--- src/include/clm_defines.svh ---
// constants for the consumable life monitor
`ifndef CLM_DEFINES_SVH
`define CLM_DEFINES_SVH

`define CLM_CLK_KHZ          25000
`define CLM_STUCK_MS         2300
`define CLM_BLOW_MS          10

`define CLM_RUN_W            5
`define CLM_LOW_RUN          5'h14
`define CLM_FULL_RUN         5'h0a

`define CLM_PRD_W            26
`define CLM_PRD_NUM_W        4
`define CLM_STUCK_PERIODS    4'hf
`define CLM_BLOW_W           18

`define CLM_TMR_W            24
`define CLM_CONTACT_LOW_CYC  24'h2625a0

`define CLM_CNT_W            16
`define CLM_DOT_W            16
`define CLM_ACC_W            24
`define CLM_DOTS_PER_PAGE    24'h06a000

`define CLM_USED_AT_LOW      16'h2cec
`define CLM_USED_MSG         16'h2ee0
`define CLM_USED_EMPTY       16'h30d4

`define CLM_DRUM_EOL         16'h4e20
`define CLM_BELT_EOL         16'hea60
`define CLM_FUSER_EOL        16'hea60

`define CLM_UNITS            3
`define CLM_U_DRUM           0
`define CLM_U_BELT           1
`define CLM_U_FUSER          2

`endif

--- src/include/clm_pkg.sv ---
// types and shared arithmetic of the consumable life monitor
`include "clm_defines.svh"

package clm_pkg;

  typedef enum logic [1:0] {
    clm_tn_unknown,
    clm_tn_full,
    clm_tn_low,
    clm_tn_empty
  } clm_toner_t;

  typedef enum logic [1:0] {
    clm_ck_idle,
    clm_ck_judge,
    clm_ck_blow
  } clm_chk_t;

  typedef struct packed {
    logic [`CLM_TMR_W-1:0] len;
    logic                  contact_d;
    logic                  vld;
    logic                  low;
  } clm_tmr_st_t;

  typedef struct packed {
    logic [`CLM_CNT_W-1:0] cnt;
    logic                  warn;
  } clm_life_st_t;

  typedef struct packed {
    clm_toner_t                toner;
    logic [`CLM_RUN_W-1:0]     low_run;
    logic [`CLM_RUN_W-1:0]     full_run;
    logic [`CLM_ACC_W-1:0]     dot_acc;
    logic [`CLM_CNT_W-1:0]     used;
    logic                      used_wr;
    logic                      low_o;
    logic                      msg_o;
    logic                      empty_o;
    logic                      sens_d;
    logic [`CLM_PRD_W-1:0]     prd_cnt;
    logic [`CLM_PRD_NUM_W-1:0] prd_num;
    logic                      alarm;
    clm_chk_t                  chk;
    logic [`CLM_BLOW_W-1:0]    blow_cnt;
    logic [`CLM_UNITS-1:0]     unit_new;
    logic [`CLM_UNITS-1:0]     fuse_blow;
    logic                      cover_d;
    logic                      por;
  } clm_mon_st_t;

  function automatic logic [`CLM_CNT_W-1:0] clm_sat_inc(
    input logic [`CLM_CNT_W-1:0] v
  );
    return (&v) ? v : v + 1'b1;
  endfunction : clm_sat_inc

  function automatic logic [`CLM_RUN_W-1:0] clm_run_inc(
    input logic [`CLM_RUN_W-1:0] v,
    input logic [`CLM_RUN_W-1:0] lim
  );
    return (v >= lim) ? lim : v + 1'b1;
  endfunction : clm_run_inc

endpackage : clm_pkg

--- src/hdl/clm_contact_timer.sv ---
// contact time measurement and sample classification of the toner sensor
`timescale 1ns/100ps
`default_nettype none
`include "clm_defines.svh"

module clm_contact_timer #(
  parameter logic [`CLM_TMR_W-1:0] LOW_CYC = `CLM_CONTACT_LOW_CYC
) (
  input  wire logic sys_clk,
  input  wire logic rst,
  input  wire logic contact,
  input  wire logic sample_en,
  output logic      smp_vld,
  output logic      smp_low
);

  clm_pkg::clm_tmr_st_t s_r;
  clm_pkg::clm_tmr_st_t s_nxt;

  always_comb
  begin
    s_nxt           = s_r;
    s_nxt.vld       = 1'b0;
    s_nxt.contact_d = contact;
    // timer restarts at each new contact and saturates
    if (contact && !s_r.contact_d)
    begin
      s_nxt.len = '0;
    end
    else if (contact && !(&s_r.len))
    begin
      s_nxt.len = s_r.len + 1'b1;
    end
    // a sample ends with the contact; none while the drum stands
    if (!contact && s_r.contact_d && sample_en)
    begin
      s_nxt.vld = 1'b1;
      s_nxt.low = (s_r.len >= LOW_CYC);
    end
  end

  always_ff @(posedge sys_clk)
  begin
    if (rst)
    begin
      s_r <= '0;
    end
    else
    begin
      s_r <= s_nxt;
    end
  end

  assign smp_vld = s_r.vld;
  assign smp_low = s_r.low;

endmodule : clm_contact_timer
`default_nettype wire

--- src/hdl/clm_life_ctr.sv ---
// saturating life counter with sticky end-of-life warning
`timescale 1ns/100ps
`default_nettype none
`include "clm_defines.svh"

module clm_life_ctr #(
  parameter logic [`CLM_CNT_W-1:0] EOL = `CLM_BELT_EOL
) (
  input  wire logic                  sys_clk,
  input  wire logic                  rst,
  input  wire logic                  inc,
  input  wire logic                  clr,
  output logic [`CLM_CNT_W-1:0]      count,
  output logic                       warn
);

  clm_pkg::clm_life_st_t s_r;
  clm_pkg::clm_life_st_t s_nxt;

  always_comb
  begin
    s_nxt = s_r;
    // a new unit wipes the count; an increment in that cycle is dropped
    if (clr)
    begin
      s_nxt.cnt = '0;
    end
    else if (inc)
    begin
      s_nxt.cnt = clm_pkg::clm_sat_inc(s_r.cnt);
    end
    // warning only informs, it never blocks printing
    s_nxt.warn = !clr && (s_r.warn || (s_nxt.cnt >= EOL));
  end

  always_ff @(posedge sys_clk)
  begin
    if (rst)
    begin
      s_r <= '0;
    end
    else
    begin
      s_r <= s_nxt;
    end
  end

  assign count = s_r.cnt;
  assign warn  = s_r.warn;

endmodule : clm_life_ctr
`default_nettype wire

--- src/hdl/clm_monitor.sv ---
// consumable life monitor: toner level, toner use and unit life
//
// Functional notes
// - long magnet contact means low sample
// - twenty successive low samples set toner low
// - low message after 500 page-equivalents more
// - ten successive full samples clear toner low
// - sensor unchanged beyond 15 periods raises alarm
// - no sampling, stuck-sensor period count held while drum stopped
// - accumulate printed dots into toner use total
// - accumulate only once a first toner verdict is known
// - toner low forces use to 92% level
// - 1K page-equivalents after low: empty, stop
// - conducting fuse means unit is new
// - judge units at power-on and cover close
// - new unit: clear life count, blow fuse
// - drum counts page-lengths, warns at 20K
// - belt counts pages, warns at 60K
// - fuser counts pages, warns at end-of-life
// - toner low ends toner cartridge life
`timescale 1ns/100ps
`default_nettype none
`include "clm_defines.svh"

module clm_monitor #(
  parameter logic [`CLM_PRD_W-1:0]  STUCK_PERIOD_CYC =
    `CLM_PRD_W'(`CLM_STUCK_MS * `CLM_CLK_KHZ),
  parameter logic [`CLM_BLOW_W-1:0] BLOW_CYC =
    `CLM_BLOW_W'(`CLM_BLOW_MS * `CLM_CLK_KHZ),
  parameter logic [`CLM_TMR_W-1:0]  CONTACT_LOW_CYC =
    `CLM_CONTACT_LOW_CYC
) (
  input  wire logic                  sys_clk,
  input  wire logic                  rst,
  input  wire logic                  toner_contact,
  input  wire logic                  drum_running,
  input  wire logic                  cover_closed,
  input  wire logic [`CLM_UNITS-1:0] unit_fuse_ok,
  input  wire logic                  drum_page_tick,
  input  wire logic                  page_passed,
  input  wire logic                  dot_valid,
  input  wire logic [`CLM_DOT_W-1:0] dot_count,
  input  wire logic                  nvm_load,
  input  wire logic [`CLM_CNT_W-1:0] nvm_used_in,
  output logic                       toner_low,
  output logic                       toner_low_msg,
  output logic                       toner_empty,
  output logic                       toner_sensor_alarm,
  output logic [`CLM_CNT_W-1:0]      toner_used,
  output logic                       toner_used_wr,
  output logic [`CLM_UNITS-1:0]      unit_new,
  output logic [`CLM_UNITS-1:0]      fuse_blow,
  output logic [`CLM_CNT_W-1:0]      drum_life,
  output logic [`CLM_CNT_W-1:0]      belt_life,
  output logic [`CLM_CNT_W-1:0]      fuser_life,
  output logic                       drum_warn,
  output logic                       belt_warn,
  output logic                       fuser_warn
);

  clm_pkg::clm_mon_st_t       s_r;
  clm_pkg::clm_mon_st_t       s_nxt;
  logic                       smp_vld;
  logic                       smp_low;
  logic [`CLM_ACC_W-1:0]      acc_sum;
  logic [`CLM_UNITS-1:0]      life_clr;

  clm_contact_timer #(
    .LOW_CYC   (CONTACT_LOW_CYC)
  ) u_timer (
    .sys_clk   (sys_clk),
    .rst       (rst),
    .contact   (toner_contact),
    .sample_en (drum_running),
    .smp_vld   (smp_vld),
    .smp_low   (smp_low)
  );

  // counters clear at the end of the judging cycle, on the same edge that starts the fuse blow
  assign life_clr = (s_r.chk == clm_pkg::clm_ck_judge) ?
                    unit_fuse_ok : '0;

  clm_life_ctr #(
    .EOL     (`CLM_DRUM_EOL)
  ) u_drum (
    .sys_clk (sys_clk),
    .rst     (rst),
    .inc     (drum_page_tick),
    .clr     (life_clr[`CLM_U_DRUM]),
    .count   (drum_life),
    .warn    (drum_warn)
  );

  clm_life_ctr #(
    .EOL     (`CLM_BELT_EOL)
  ) u_belt (
    .sys_clk (sys_clk),
    .rst     (rst),
    .inc     (page_passed),
    .clr     (life_clr[`CLM_U_BELT]),
    .count   (belt_life),
    .warn    (belt_warn)
  );

  clm_life_ctr #(
    .EOL     (`CLM_FUSER_EOL)
  ) u_fuser (
    .sys_clk (sys_clk),
    .rst     (rst),
    .inc     (page_passed),
    .clr     (life_clr[`CLM_U_FUSER]),
    .count   (fuser_life),
    .warn    (fuser_warn)
  );

  always_comb
  begin
    s_nxt         = s_r;
    s_nxt.used_wr = 1'b0;
    s_nxt.sens_d  = toner_contact;
    s_nxt.cover_d = cover_closed;
    acc_sum       = s_r.dot_acc + `CLM_ACC_W'(dot_count);

    // stuck sensor watch; a standing drum never moves the bar, so the
    // period count pauses rather than raising a false alarm
    if (toner_contact != s_r.sens_d)
    begin
      s_nxt.prd_cnt = '0;
      s_nxt.prd_num = '0;
      s_nxt.alarm   = 1'b0;
    end
    else if (drum_running)
    begin
      if (s_r.prd_cnt == STUCK_PERIOD_CYC - 1'b1)
      begin
        s_nxt.prd_cnt = '0;
        if (s_r.prd_num == `CLM_STUCK_PERIODS)
        begin
          s_nxt.alarm = 1'b1;
        end
        else
        begin
          s_nxt.prd_num = s_r.prd_num + 1'b1;
        end
      end
      else
      begin
        s_nxt.prd_cnt = s_r.prd_cnt + 1'b1;
      end
    end

    // dot accumulation in page-equivalents of 5% coverage
    if (dot_valid && (s_r.toner != clm_pkg::clm_tn_unknown))
    begin
      if (acc_sum >= `CLM_DOTS_PER_PAGE)
      begin
        s_nxt.dot_acc = acc_sum - `CLM_DOTS_PER_PAGE;
        s_nxt.used    = clm_pkg::clm_sat_inc(s_r.used);
        s_nxt.used_wr = 1'b1;
      end
      else
      begin
        s_nxt.dot_acc = acc_sum;
      end
    end

    // restore of the stored total after power-on
    if (nvm_load)
    begin
      s_nxt.used = nvm_used_in;
    end

    // consecutive sample runs; only sampled while the drum turns
    if (smp_vld)
    begin
      if (smp_low)
      begin
        s_nxt.low_run  = clm_pkg::clm_run_inc(s_r.low_run,
                                              `CLM_LOW_RUN);
        s_nxt.full_run = '0;
      end
      else
      begin
        s_nxt.full_run = clm_pkg::clm_run_inc(s_r.full_run,
                                              `CLM_FULL_RUN);
        s_nxt.low_run  = '0;
      end
    end

    unique case (s_r.toner)
      clm_pkg::clm_tn_unknown,
      clm_pkg::clm_tn_full:
      begin
        if (s_nxt.low_run == `CLM_LOW_RUN)
        begin
          s_nxt.toner   = clm_pkg::clm_tn_low;
          s_nxt.used    = `CLM_USED_AT_LOW;
          s_nxt.used_wr = 1'b1;
        end
        else if ((s_r.toner == clm_pkg::clm_tn_unknown) &&
                 (s_nxt.full_run == `CLM_FULL_RUN))
        begin
          // first verdict after power-on keeps the stored total
          s_nxt.toner = clm_pkg::clm_tn_full;
        end
      end
      clm_pkg::clm_tn_low,
      clm_pkg::clm_tn_empty:
      begin
        if (s_nxt.full_run == `CLM_FULL_RUN)
        begin
          // a fresh cartridge: use restarts from nothing
          s_nxt.toner   = clm_pkg::clm_tn_full;
          s_nxt.used    = '0;
          s_nxt.dot_acc = '0;
          s_nxt.used_wr = 1'b1;
        end
        else if ((s_r.toner == clm_pkg::clm_tn_low) &&
                 (s_nxt.used >= `CLM_USED_EMPTY))
        begin
          s_nxt.toner = clm_pkg::clm_tn_empty;
        end
      end
    endcase

    // low also marks the toner cartridge as spent
    s_nxt.low_o   = (s_nxt.toner == clm_pkg::clm_tn_low) ||
                    (s_nxt.toner == clm_pkg::clm_tn_empty);
    s_nxt.empty_o = (s_nxt.toner == clm_pkg::clm_tn_empty);
    s_nxt.msg_o   = s_nxt.low_o &&
                    (s_nxt.used >= `CLM_USED_MSG);

    // new-or-used judgement of the replaceable units
    unique case (s_r.chk)
      clm_pkg::clm_ck_idle:
      begin
        if (s_r.por || (cover_closed && !s_r.cover_d))
        begin
          s_nxt.chk = clm_pkg::clm_ck_judge;
          s_nxt.por = 1'b0;
        end
      end
      clm_pkg::clm_ck_judge:
      begin
        s_nxt.unit_new = unit_fuse_ok;
        if (|unit_fuse_ok)
        begin
          s_nxt.chk       = clm_pkg::clm_ck_blow;
          s_nxt.fuse_blow = unit_fuse_ok;
          s_nxt.blow_cnt  = '0;
        end
        else
        begin
          s_nxt.chk = clm_pkg::clm_ck_idle;
        end
      end
      clm_pkg::clm_ck_blow:
      begin
        // a cover close during the pulse is not queued
        if (s_r.blow_cnt == BLOW_CYC - 1'b1)
        begin
          s_nxt.fuse_blow = '0;
          s_nxt.chk       = clm_pkg::clm_ck_idle;
        end
        else
        begin
          s_nxt.blow_cnt = s_r.blow_cnt + 1'b1;
        end
      end
      default:
      begin
        s_nxt.chk       = clm_pkg::clm_ck_idle;
        s_nxt.fuse_blow = '0;
      end
    endcase
  end

  always_ff @(posedge sys_clk)
  begin
    if (rst)
    begin
      s_r     <= '0;
      s_r.por <= 1'b1;
    end
    else
    begin
      s_r <= s_nxt;
    end
  end

  assign toner_low          = s_r.low_o;
  assign toner_low_msg      = s_r.msg_o;
  assign toner_empty        = s_r.empty_o;
  assign toner_sensor_alarm = s_r.alarm;
  assign toner_used         = s_r.used;
  assign toner_used_wr      = s_r.used_wr;
  assign unit_new           = s_r.unit_new;
  assign fuse_blow          = s_r.fuse_blow;

endmodule : clm_monitor
`default_nettype wire

--- config.mk ---
export PLATFORM = sky130hd
export DESIGN_NAME = clm_monitor
export DESIGN_NICKNAME = d
export VERILOG_FILES = /design/src/include/clm_pkg.sv /design/src/hdl/clm_contact_timer.sv /design/src/hdl/clm_life_ctr.sv /design/src/hdl/clm_monitor.sv
export VERILOG_INCLUDE_DIRS = /design/src /design/src/include
export SDC_FILE = /design/constraint.sdc
export NUM_CORES = 1
export LEC_CHECK = 0
export BUFFER_PORTS_ARGS = -buffer_cell sky130_fd_sc_hd__buf_4
export CORE_MARGIN = 5
export CORE_UTILIZATION = 45
export CTS_CLUSTER_DIAMETER = 40
export DETAILED_ROUTE_END_ITERATION = 6
export SKIP_CTS_REPAIR_TIMING = 1
export SLEW_MARGIN = 20
export SYNTH_ARGS = -nofsm -noshare
export SYNTH_HDL_FRONTEND = slang
export SYNTH_HIERARCHICAL = 1
export SYNTH_SLANG_ARGS = --single-unit
--- constraint.sdc ---
create_clock -name sys_clk -period 11.2 [get_ports sys_clk]
set_input_delay 1.68 -clock sys_clk [delete_from_list [all_inputs] [get_ports sys_clk]]
set_output_delay 1.68 -clock sys_clk [all_outputs]
set_load 0.02 [all_outputs]
==> flow_results.xml, run 1 <==
<?xml version="1.0" encoding="UTF-8"?>
<metrics>
  <group name="pwr">
    <metric name="switching_share" unit="%">27.8</metric>
    <metric name="share_clk_of_total_power" unit="%">42.2</metric>
    <metric name="combinationalPowerShare" unit="%">11.0</metric>
    <metric name="power.sequential.fraction" unit="%">46.8</metric>
    <metric name="p_leak" unit="nW">4.94</metric>
    <metric name="cell_internal_pwr" unit="mW">1.12</metric>
    <metric name="pwr_density_cell" unit="nW/µm²">118</metric>
    <metric name="ir_worst_vdd" unit="mV">0.0744</metric>
    <metric name="power.switching" unit="mW">0.429</metric>
  </group>
  <group name="layout">
    <metric name="mostFrequentLayoutCells" unit="">nor2_1, dfxtp_1, nand2_1, buf_4, a21oi_1</metric>
    <metric name="final_design_area_no_fill" unit="µm²">13100</metric>
    <metric name="area_growth_syn_to_layout" unit="%">13.7</metric>
    <metric name="antenna-diode-count" unit="">0</metric>
    <metric name="final_net_count" unit="">1576</metric>
    <metric name="final_layout_size_suffix_gt1_share" unit="%">14.2</metric>
  </group>
  <group name="clocking">
    <metric name="tritoncts_clock_tree" unit="">done</metric>
    <metric name="cts-buffers-inserted" unit="">17</metric>
    <metric name="clock_slew_at_reported_path_ffs" unit="ns">0.08</metric>
    <metric name="clock_tree.buffer_depth" unit="">2</metric>
    <metric name="worstSkewPairLatency" unit="ns">0.44</metric>
    <metric name="cts_sinks" unit="">194</metric>
    <metric name="root_buffer_cell" unit="">clkbuf_16</metric>
    <metric name="cts_htree_levels" unit="">4</metric>
  </group>
  <group name="critical_path">
    <metric name="timing.critical_path.slowest_cell_delay" unit="ns">0.58</metric>
    <metric name="critical_path_class" unit="">primary input to register</metric>
    <metric name="cp-startpoint" unit="">dot_count[0]</metric>
    <metric name="timing.critical_path.arrival" unit="ns">6.03</metric>
    <metric name="cp.buffers_inverters" unit="">1</metric>
    <metric name="end_kind" unit="">register</metric>
    <metric name="timing.critical_path.cells" unit="">buf_4 -&gt; ha_1 -&gt; fa_1 -&gt; a211oi_2 -&gt; o211ai_1 -&gt; a31o_2 -&gt; a31oi_4 -&gt; nor3_2 -&gt; xor2_2 -&gt; or4_4 -&gt; nor3_4 -&gt; mux2_2 -&gt; o41a_1 -&gt; o211ai_1 -&gt; a41o_1 -&gt; a211oi_1</metric>
    <metric name="crit-reg2reg-launch" unit="">s_r[80]$_SDFF_PP0_</metric>
    <metric name="crit_path_start_kind" unit="">primary input</metric>
    <metric name="timing.critical_path.slowest_stage_cell" unit="">or4_4</metric>
    <metric name="required_time_of_the_critical_path" unit="ns">11.50</metric>
    <metric name="critical_path.most_common_cell" unit="">o211ai_1</metric>
    <metric name="worst_path_dominant_cell_family" unit="">compound AO/OA/AOI/OAI gates</metric>
    <metric name="critical_path.max_fanout" unit="">11</metric>
  </group>
  <group name="detailed_routing">
    <metric name="routedWlPerCell" unit="µm">15.2</metric>
    <metric name="viasPerCell" unit="">5.64</metric>
    <metric name="detailed_router_s_first_iteration_violation_count" unit="">705</metric>
    <metric name="via_count_of_the_routed_design" unit="">10400</metric>
    <metric name="firstDrtPassIters" unit="">5</metric>
    <metric name="drcViolationCount" unit="">0</metric>
    <metric name="ant_nets" unit="">0</metric>
    <metric name="finalWirelength" unit="mm">28.0</metric>
  </group>
  <group name="logic_synthesis">
    <metric name="register_bit_count_reported_by_yosys" unit="">194</metric>
    <metric name="async_flop_share" unit="%">0</metric>
    <metric name="synth_enable_flop_cells" unit="">0</metric>
    <metric name="seq_area_frac_synth" unit="%">33.6</metric>
    <metric name="syn_avg_cell_area" unit="µm²">8.08</metric>
    <metric name="synth_cells" unit="">1429</metric>
    <metric name="ys_types" unit="">92</metric>
    <metric name="syn-num-nets" unit="">1507</metric>
    <metric name="ys.warnings.count" unit="">6</metric>
    <metric name="syn_area" unit="µm²">11500</metric>
    <metric name="post_synth_top_flop" unit="">dfxtp_1</metric>
  </group>
  <group name="sta">
    <metric name="totalNegativeSetupSlack" unit="ns">0</metric>
    <metric name="maxClockFrequency" unit="MHz">175</metric>
    <metric name="finClkSkew" unit="ns">0.0162</metric>
    <metric name="worst-slew-pin-transition" unit="ns">0.762</metric>
    <metric name="final.hold.worst_slack" unit="ns">0.459</metric>
    <metric name="layout_worst_path_cycle_share" unit="%">51.2</metric>
    <metric name="grt_setup_unrepaired" unit="">false</metric>
    <metric name="worst_slew_margin_rel" unit="%">48.9</metric>
    <metric name="final_period_minus_worst_setup_slack" unit="ns">5.73</metric>
    <metric name="fin_ws" unit="ns">5.47</metric>
    <metric name="final-setup-viol-count" unit="">0</metric>
    <metric name="final-max-slew-violation-count" unit="">0</metric>
    <metric name="final_hold_viol_count" unit="">0</metric>
  </group>
  <group name="run">
    <metric name="maxCapViolCount" unit="">0</metric>
  </group>
  <group name="placement">
    <metric name="gp_congestion" unit="">0.915</metric>
    <metric name="place.detailed.hpwl" unit="mm">20.5</metric>
    <metric name="placement.setup.worst_slack" unit="ns">5.05</metric>
    <metric name="numPortBuffers" unit="">121</metric>
    <metric name="dpl-instance-area" unit="µm²">12500</metric>
  </group>
  <group name="floorplanning">
    <metric name="floorplan.die.width" unit="µm">170</metric>
    <metric name="ios" unit="">122</metric>
    <metric name="die-area" unit="µm²">29000</metric>
    <metric name="die_height" unit="µm">170</metric>
    <metric name="initial_utilization" unit="%">45.7</metric>
    <metric name="floorplan.core_area" unit="µm²">25300</metric>
    <metric name="fp-row-count" unit="">58</metric>
  </group>
  <group name="worst_hold_path">
    <metric name="hold_path_startpoint" unit="">s_r[87]$_SDFF_PP0_</metric>
    <metric name="hold_crit_class" unit="">register to register</metric>
  </group>
  <group name="outcome">
    <metric name="status" unit="">finished clean</metric>
  </group>
  <group name="grt">
    <metric name="grt_use_total" unit="%">19.0</metric>
    <metric name="grt_antenna_before_repair" unit="">0</metric>
    <metric name="maximum_number_of_pins_on_one_net_before_global_route_repair" unit="">39</metric>
    <metric name="grt_overflow_total" unit="">0</metric>
    <metric name="wire_length_of_the_first_global_routing_pass" unit="mm">46.9</metric>
    <metric name="via_count_of_the_first_global_routing_pass" unit="">9628</metric>
  </group>
</metrics>
==> sequential cells by signal, indices dropped and copies added, names as in the netlist, 3 cells and up <==
name	cells
u_belt/count	16
u_drum/count	16
s_r	89
toner_used	16
unit_new	3
u_timer/s_r	25
fuse_blow	3
u_fuser/count	16
==> path summary, 6_finish.rpt <==
check | end | slack [ns] | cells after the start
setup / recovery | toner_empty$_SDFF_PP0_ | 5.47 | 16
hold / removal | s_r[87]$_SDFF_PP0_ | 0.46 | 2
setup reg to reg | toner_empty$_SDFF_PP0_ | 6.52 | 15
hold reg to reg | s_r[87]$_SDFF_PP0_ | 0.46 | 2
==> metal layers <==
metal / GRT usage, % / share of wire [%] / vias up
met5: 0 / 0 / -
li1: - / - / 5311
met4: 5.03 / 1.4 / 0
met3: 2.90 / 4.0 / 28
met1: 26.9 / 49 / 4836
met2: 30.3 / 46 / 212
==> power by group through the flow <==
stage,clock network (mW),logic [mW],registers [mW]
floorplan,0,0.119,0.739
global placement,0,0.168,0.739
detailed placement,0,0.171,0.740
CTS,0.675,0.171,0.724
global route,0.706,0.188,0.727
finish,0.653,0.169,0.724
==> final cells by class <==
class	instances	area (µm²)
clock buffers	17	425
clock inverters	15	210
fillers	2519	12100
inverters	35	131
multi-input cells	1124	7110
flip-flops and latches	194	3880
well taps	330	413
repair buffers	126	953
==> stage by stage <==
stage	power (mW)	util, %	cells
final	1.55	52.0	1841
after detailed placement	0.910	49.4	1808
after floorplan	0.858	-	1429
after global placement	0.908	49.4	1808
after CTS	1.57	51.9	1840
after global routing	1.62	52.0	1841
==> worst reg2reg max path: stages (launching register included) <==
cell and delay, ns:
dfxtp_1 0.32, ha_1 0.20, fa_1 0.45, a211oi_2 0.28
o211ai_1 0.13, a31o_2 0.26, a31oi_4 0.24, nor3_2 0.09
xor2_2 0.19, or4_4 0.58, nor3_4 0.51, mux2_2 0.42
o41a_1 0.41, o211ai_1 0.19, a41o_1 0.22, a211oi_1 0.08
==> cells by family after synthesis <==
logic type      Yosys count  share of synthesized area (%)
simple gates            654                           29.5
mux                      16                           1.41
flops                   194                           33.6
xor+xnor                114                           8.71
buf+inv                 111                           4.79
compound gates          304                           18.0
fa+ha+maj                36                           3.94
==> cell usage after synthesis (all sizes together) (11+ instances only) <==
cell type / instances / area, µm²
nor2: 195 / 734
dfxtp: 194 / 3880
nand2: 131 / 492
a21oi: 95 / 483
nand3: 78 / 390
xor2: 60 / 533
xnor2: 54 / 473
o21ai: 52 / 264
nand4: 50 / 394
buf: 46 / 305
nor3: 37 / 201
inv: 35 / 131
ha: 33 / 413
and3: 31 / 201
a211oi: 30 / 235
clkbuf: 30 / 116
and4: 22 / 198
a31oi: 21 / 146
or3: 18 / 113
nor4: 16 / 136
o211ai: 15 / 118
mux2i: 14 / 140
and2: 12 / 75.1
nand2b: 12 / 75.1
nor2b: 11 / 68.8
No activity file was read; power rests on OpenSTA's default activity.
==> run 2, diff against run 1 <==
clock period = 5.7 ns   (was 11.2 ns; I/O delays follow)
==> flow_results.xml, run 2 (synthesis results as in run 1) <==
<?xml version="1.0" encoding="UTF-8"?>
<metrics>
  <group name="floorplanning">
    <metric name="die-area" unit="µm²">29000</metric>
    <metric name="initial_utilization" unit="%">45.7</metric>
    <metric name="floorplan.die.width" unit="µm">170</metric>
    <metric name="floorplan.core_area" unit="µm²">25300</metric>
    <metric name="ios" unit="">122</metric>
    <metric name="die_height" unit="µm">170</metric>
    <metric name="fp-row-count" unit="">58</metric>
  </group>
  <group name="layout">
    <metric name="mostFrequentLayoutCells" unit="">nor2_1, dfxtp_1, nand2_1, buf_4, a21oi_1</metric>
    <metric name="area_growth_syn_to_layout" unit="%">13.2</metric>
    <metric name="antenna-diode-count" unit="">0</metric>
    <metric name="largestRegisters" unit="">s_r (89), u_timer/s_r (25)</metric>
    <metric name="max_flop_register" unit="">s_r</metric>
    <metric name="largest_register_ffs" unit="">89</metric>
    <metric name="final-instance-count-excl-fill" unit="">1840</metric>
    <metric name="final_layout_size_suffix_gt1_share" unit="%">14.0</metric>
    <metric name="final_net_count" unit="">1576</metric>
  </group>
  <group name="critical_path">
    <metric name="required_time_of_the_critical_path" unit="ns">5.99</metric>
    <metric name="worst-r2r-setup-slack" unit="ns">1.10</metric>
    <metric name="crit_path_start_kind" unit="">primary input</metric>
    <metric name="critical_path.max_fanout" unit="">11</metric>
    <metric name="timing.critical_path.arrival" unit="ns">5.13</metric>
    <metric name="critical_path_class" unit="">primary input to register</metric>
    <metric name="end_kind" unit="">register</metric>
  </group>
  <group name="clocking">
    <metric name="clock_slew_at_reported_path_ffs" unit="ns">0.07</metric>
    <metric name="cts_htree_levels" unit="">4</metric>
    <metric name="cts_sinks" unit="">194</metric>
    <metric name="tritoncts_clock_tree" unit="">done</metric>
    <metric name="worstSkewPairLatency" unit="ns">0.42</metric>
    <metric name="root_buffer_cell" unit="">clkbuf_16</metric>
    <metric name="cts-buffers-inserted" unit="">17</metric>
    <metric name="clock_tree.buffer_depth" unit="">2</metric>
  </group>
  <group name="grt">
    <metric name="maximum_number_of_pins_on_one_net_before_global_route_repair" unit="">39</metric>
    <metric name="grt_use_total" unit="%">19.1</metric>
    <metric name="wire_length_of_the_first_global_routing_pass" unit="mm">47.1</metric>
    <metric name="grt_antenna_before_repair" unit="">0</metric>
    <metric name="via_count_of_the_first_global_routing_pass" unit="">9732</metric>
    <metric name="grt_overflow_total" unit="">0</metric>
  </group>
  <group name="sta">
    <metric name="final_period_minus_worst_setup_slack" unit="ns">4.84</metric>
    <metric name="totalNegativeSetupSlack" unit="ns">0</metric>
    <metric name="worst-slew-pin-transition" unit="ns">0.792</metric>
    <metric name="grt_setup_unrepaired" unit="">false</metric>
    <metric name="layout_worst_path_cycle_share" unit="%">84.9</metric>
    <metric name="final-max-slew-violation-count" unit="">0</metric>
    <metric name="worst_slew_margin_rel" unit="%">47.0</metric>
    <metric name="final-setup-viol-count" unit="">0</metric>
    <metric name="final_hold_viol_count" unit="">0</metric>
    <metric name="finClkSkew" unit="ns">0.0134</metric>
    <metric name="maxClockFrequency" unit="MHz">207</metric>
    <metric name="fin_ws" unit="ns">0.859</metric>
  </group>
  <group name="detailed_routing">
    <metric name="via_count_of_the_routed_design" unit="">10400</metric>
    <metric name="routedWlPerCell" unit="µm">15.2</metric>
    <metric name="drcViolationCount" unit="">0</metric>
    <metric name="ant_nets" unit="">0</metric>
    <metric name="detailed_router_s_first_iteration_violation_count" unit="">731</metric>
    <metric name="finalWirelength" unit="mm">28.0</metric>
    <metric name="viasPerCell" unit="">5.64</metric>
    <metric name="firstDrtPassIters" unit="">5</metric>
  </group>
  <group name="placement">
    <metric name="numPortBuffers" unit="">121</metric>
    <metric name="placement.setup.worst_slack" unit="ns">0.430</metric>
    <metric name="dp_cells" unit="">1809</metric>
    <metric name="place.detailed.hpwl" unit="mm">20.4</metric>
    <metric name="gp_congestion" unit="">0.915</metric>
  </group>
  <group name="worst_hold_path">
    <metric name="hold_crit_class" unit="">register to register</metric>
  </group>
  <group name="pwr">
    <metric name="p_leak" unit="nW">4.91</metric>
    <metric name="pwr_density_cell" unit="nW/µm²">225</metric>
    <metric name="ir_worst_vdd" unit="mV">0.182</metric>
  </group>
  <group name="run">
    <metric name="maxCapViolCount" unit="">0</metric>
  </group>
  <group name="outcome">
    <metric name="status" unit="">finished clean</metric>
  </group>
</metrics>
run 2: cell count changes in the layout (fill, tap and decap cells not counted), sizes merged:
cell	previous run	this run
clkbuf	17	20
inv	43	40
bufinv	2	1
run 2: stage by stage:
| step | util, % | power [mW] | hold WS (ns) | cell area, µm² |
|---|---|---|---|---|
| floorplan | - | 1.69 | 0.427 | 11500 |
| global placement | 49.4 | 1.78 | 0.438 | 12500 |
| detailed placement | 49.4 | 1.79 | 0.446 | 12500 |
| CTS | 51.7 | 2.99 | 0.461 | 13100 |
| global route | 51.7 | 3.10 | 0.487 | 13100 |
| finish | 51.7 | 2.94 | 0.457 | 13100 |
run 2: per-layer routing:
layer | up-vias | wire, µm | GRT usage (%)
met5 | - | 0 | 0
met4 | 0 | 308 | 4.10
met3 | 22 | 1040 | 3.41
met2 | 199 | 12900 | 31.4
met1 | 4866 | 13800 | 26.4
li1 | 5289 | - | -
run 2: worst paths after layout:
kind / startpoint / end / cells past startpoint
worst max-delay path: dot_count[0] / toner_empty$_SDFF_PP0_ / 16
worst min-delay path: s_r[0]$_SDFFE_PP1P_ / s_r[0]$_SDFFE_PP1P_ / 1
worst max register to register: s_r[80]$_SDFF_PP0_ / toner_empty$_SDFF_PP0_ / 15
worst min register to register: s_r[0]$_SDFFE_PP1P_ / s_r[0]$_SDFFE_PP1P_ / 1
run 2: area by class of cell:
class                      instances  area (µm²)
clock buffer                      20         457
clock inverter                    11         121
fill                            2481       12200
inverter                          35         131
multi-input combinational       1124        7110
sequential                       194        3880
tap                              330         413
timing repair buffer             126         946
run 2: power by group:
part | internal, mW | leakage, nW | switching [mW]
sequential | 1.39 | 1.57 | 0.0339
combinational | 0.126 | 3.06 | 0.205
clock | 0.638 | 0.282 | 0.547
total | 2.15 | 4.91 | 0.786
run 2: worst max-delay path, cell delays in order:
cell	delay (ns)
buf_4	0.11
ha_1	0.21
fa_1	0.44
a211oi_2	0.27
o211ai_1	0.14
a31o_2	0.26
a31oi_4	0.24
nor3_2	0.09
xor2_2	0.18
or4_4	0.58
nor3_4	0.47
mux2_2	0.41
o41a_1	0.42
o211ai_1	0.18
a41o_1	0.21
a211oi_1	0.07
==> run 3, diff against run 2 <==
clock period = 4.8 ns   (was 5.7 ns; I/O delays follow)
==> flow_results.xml, run 3 (synthesis results as in run 1) <==
<?xml version="1.0" encoding="UTF-8"?>
<metrics>
  <group name="layout">
    <metric name="final_layout_size_suffix_gt1_share" unit="%">14.6</metric>
    <metric name="largest_register_ffs" unit="">89</metric>
    <metric name="final-instance-count-excl-fill" unit="">1851</metric>
    <metric name="antenna-diode-count" unit="">0</metric>
    <metric name="mostFrequentLayoutCells" unit="">nor2_1, dfxtp_1, buf_4, nand2_1, a21oi_1</metric>
    <metric name="fillerInstances" unit="">2532</metric>
    <metric name="largestRegisters" unit="">s_r (89), u_timer/s_r (25)</metric>
    <metric name="area_growth_syn_to_layout" unit="%">13.7</metric>
    <metric name="final_net_count" unit="">1588</metric>
    <metric name="max_flop_register" unit="">s_r</metric>
  </group>
  <group name="clocking">
    <metric name="cts-buffers-inserted" unit="">17</metric>
    <metric name="root_buffer_cell" unit="">clkbuf_16</metric>
    <metric name="cts_sinks" unit="">194</metric>
    <metric name="cts_htree_levels" unit="">4</metric>
    <metric name="worstSkewPairLatency" unit="ns">0.43</metric>
    <metric name="tritoncts_clock_tree" unit="">done</metric>
    <metric name="clock_tree.buffer_depth" unit="">2</metric>
    <metric name="clock_slew_at_reported_path_ffs" unit="ns">0.07</metric>
  </group>
  <group name="sta">
    <metric name="worst_slew_margin_rel" unit="%">48.1</metric>
    <metric name="final-max-slew-violation-count" unit="">0</metric>
    <metric name="final_hold_viol_count" unit="">0</metric>
    <metric name="worst-slew-pin-transition" unit="ns">0.778</metric>
    <metric name="finClkSkew" unit="ns">0.0152</metric>
    <metric name="totalNegativeSetupSlack" unit="ns">0</metric>
    <metric name="layout_worst_path_cycle_share" unit="%">90.2</metric>
    <metric name="maxClockFrequency" unit="MHz">231</metric>
    <metric name="grt_setup_unrepaired" unit="">false</metric>
    <metric name="final-setup-viol-count" unit="">0</metric>
    <metric name="final_period_minus_worst_setup_slack" unit="ns">4.33</metric>
  </group>
  <group name="run">
    <metric name="maxCapViolCount" unit="">0</metric>
  </group>
  <group name="pwr">
    <metric name="pwr_density_cell" unit="nW/µm²">262</metric>
    <metric name="ir_worst_vdd" unit="mV">0.163</metric>
    <metric name="p_leak" unit="nW">4.93</metric>
  </group>
  <group name="floorplanning">
    <metric name="die_height" unit="µm">170</metric>
    <metric name="fp-row-count" unit="">58</metric>
    <metric name="die-area" unit="µm²">29000</metric>
    <metric name="ios" unit="">122</metric>
    <metric name="initial_utilization" unit="%">45.7</metric>
    <metric name="floorplan.die.width" unit="µm">170</metric>
    <metric name="floorplan.core_area" unit="µm²">25300</metric>
  </group>
  <group name="critical_path">
    <metric name="end_kind" unit="">register</metric>
    <metric name="crit_path_start_kind" unit="">primary input</metric>
    <metric name="timing.critical_path.arrival" unit="ns">4.62</metric>
    <metric name="required_time_of_the_critical_path" unit="ns">5.09</metric>
    <metric name="critical_path.max_fanout" unit="">7</metric>
    <metric name="critical_path_class" unit="">primary input to register</metric>
  </group>
  <group name="detailed_routing">
    <metric name="finalWirelength" unit="mm">28.2</metric>
    <metric name="drcViolationCount" unit="">0</metric>
    <metric name="routedWlPerCell" unit="µm">15.2</metric>
    <metric name="ant_nets" unit="">0</metric>
    <metric name="via_count_of_the_routed_design" unit="">10400</metric>
    <metric name="viasPerCell" unit="">5.64</metric>
    <metric name="detailed_router_s_first_iteration_violation_count" unit="">739</metric>
    <metric name="firstDrtPassIters" unit="">6</metric>
  </group>
  <group name="grt">
    <metric name="maximum_number_of_pins_on_one_net_before_global_route_repair" unit="">39</metric>
    <metric name="wire_length_of_the_first_global_routing_pass" unit="mm">47.6</metric>
    <metric name="grt_antenna_before_repair" unit="">0</metric>
    <metric name="grt_use_total" unit="%">19.3</metric>
    <metric name="via_count_of_the_first_global_routing_pass" unit="">9794</metric>
    <metric name="grt_overflow_total" unit="">0</metric>
  </group>
  <group name="worst_hold_path">
    <metric name="hold_crit_class" unit="">register to register</metric>
  </group>
  <group name="placement">
    <metric name="place.detailed.hpwl" unit="mm">20.6</metric>
    <metric name="dp_cells" unit="">1821</metric>
    <metric name="numPortBuffers" unit="">121</metric>
    <metric name="gp_congestion" unit="">0.877</metric>
  </group>
  <group name="outcome">
    <metric name="status" unit="">finished clean</metric>
  </group>
</metrics>
==> run 3: path summary, 6_finish.rpt <==
path,startpoint,to,slack [ns],depth (start not counted)
min reg2reg,s_r[0]$_SDFFE_PP1P_,s_r[0]$_SDFFE_PP1P_,0.46,1
max,dot_count[0],toner_empty$_SDFF_PP0_,0.47,17
max reg2reg,s_r[80]$_SDFF_PP0_,toner_empty$_SDFF_PP0_,0.57,16
min,s_r[0]$_SDFFE_PP1P_,s_r[0]$_SDFFE_PP1P_,0.46,1
==> run 3: worst max-delay path: stages <==
cell,delay [ns]
buf_4,0.11
ha_1,0.21
fa_1,0.44
a211oi_2,0.27
o211ai_1,0.14
a31o_2,0.26
a31oi_4,0.24
nor3_2,0.09
xor2_2,0.15
or4_4,0.51
buf_4,0.19
o31ai_1,0.23
a21oi_1,0.12
o41a_1,0.46
o211ai_1,0.20
a41o_1,0.21
a211oi_1,0.07
==> run 3: power by group <==
group	total [mW]	switching, mW	internal (mW)
logic	0.393	0.242	0.151
registers	1.69	0.0419	1.65
clock network	1.36	0.622	0.736
total	3.44	0.906	2.54
==> run 3: routing by layer <==
metal | share of wire [%] | GRT usage [%] | vias up | wire, µm
li1 | - | - | 5315 | -
met1 | 49 | 26.8 | 4888 | 13700
met2 | 46 | 31.6 | 208 | 13000
met3 | 4.2 | 3.14 | 20 | 1170
met4 | 1.1 | 4.34 | 0 | 315
met5 | 0 | 0 | - | 0
==> run 3: stage by stage <==
stage               util, %  instance area [µm²]  power [mW]  hold slack (ns)  worst slack (ns)
floorplan                 -                11500        2.00            0.427             0.320
global placement       49.8                12600        2.12            0.437            0.0726
detailed placement     49.8                12600        2.12            0.445            0.0501
CTS                    52.0                13100        3.50            0.460             0.496
global route           52.0                13100        3.61            0.488             0.189
finish                 52.0                13100        3.44            0.458             0.469
==> run 3: final cells by class <==
class	count	area, µm²	share of cell area (%)
repair buffers	138	1040	7.89
multi-input cells	1124	7110	54.2
inverters	35	131	1.00
flip-flops and latches	194	3880	29.6
clock buffers	21	460	3.51
clock inverters	9	85.1	0.648
well taps	330	413	3.15
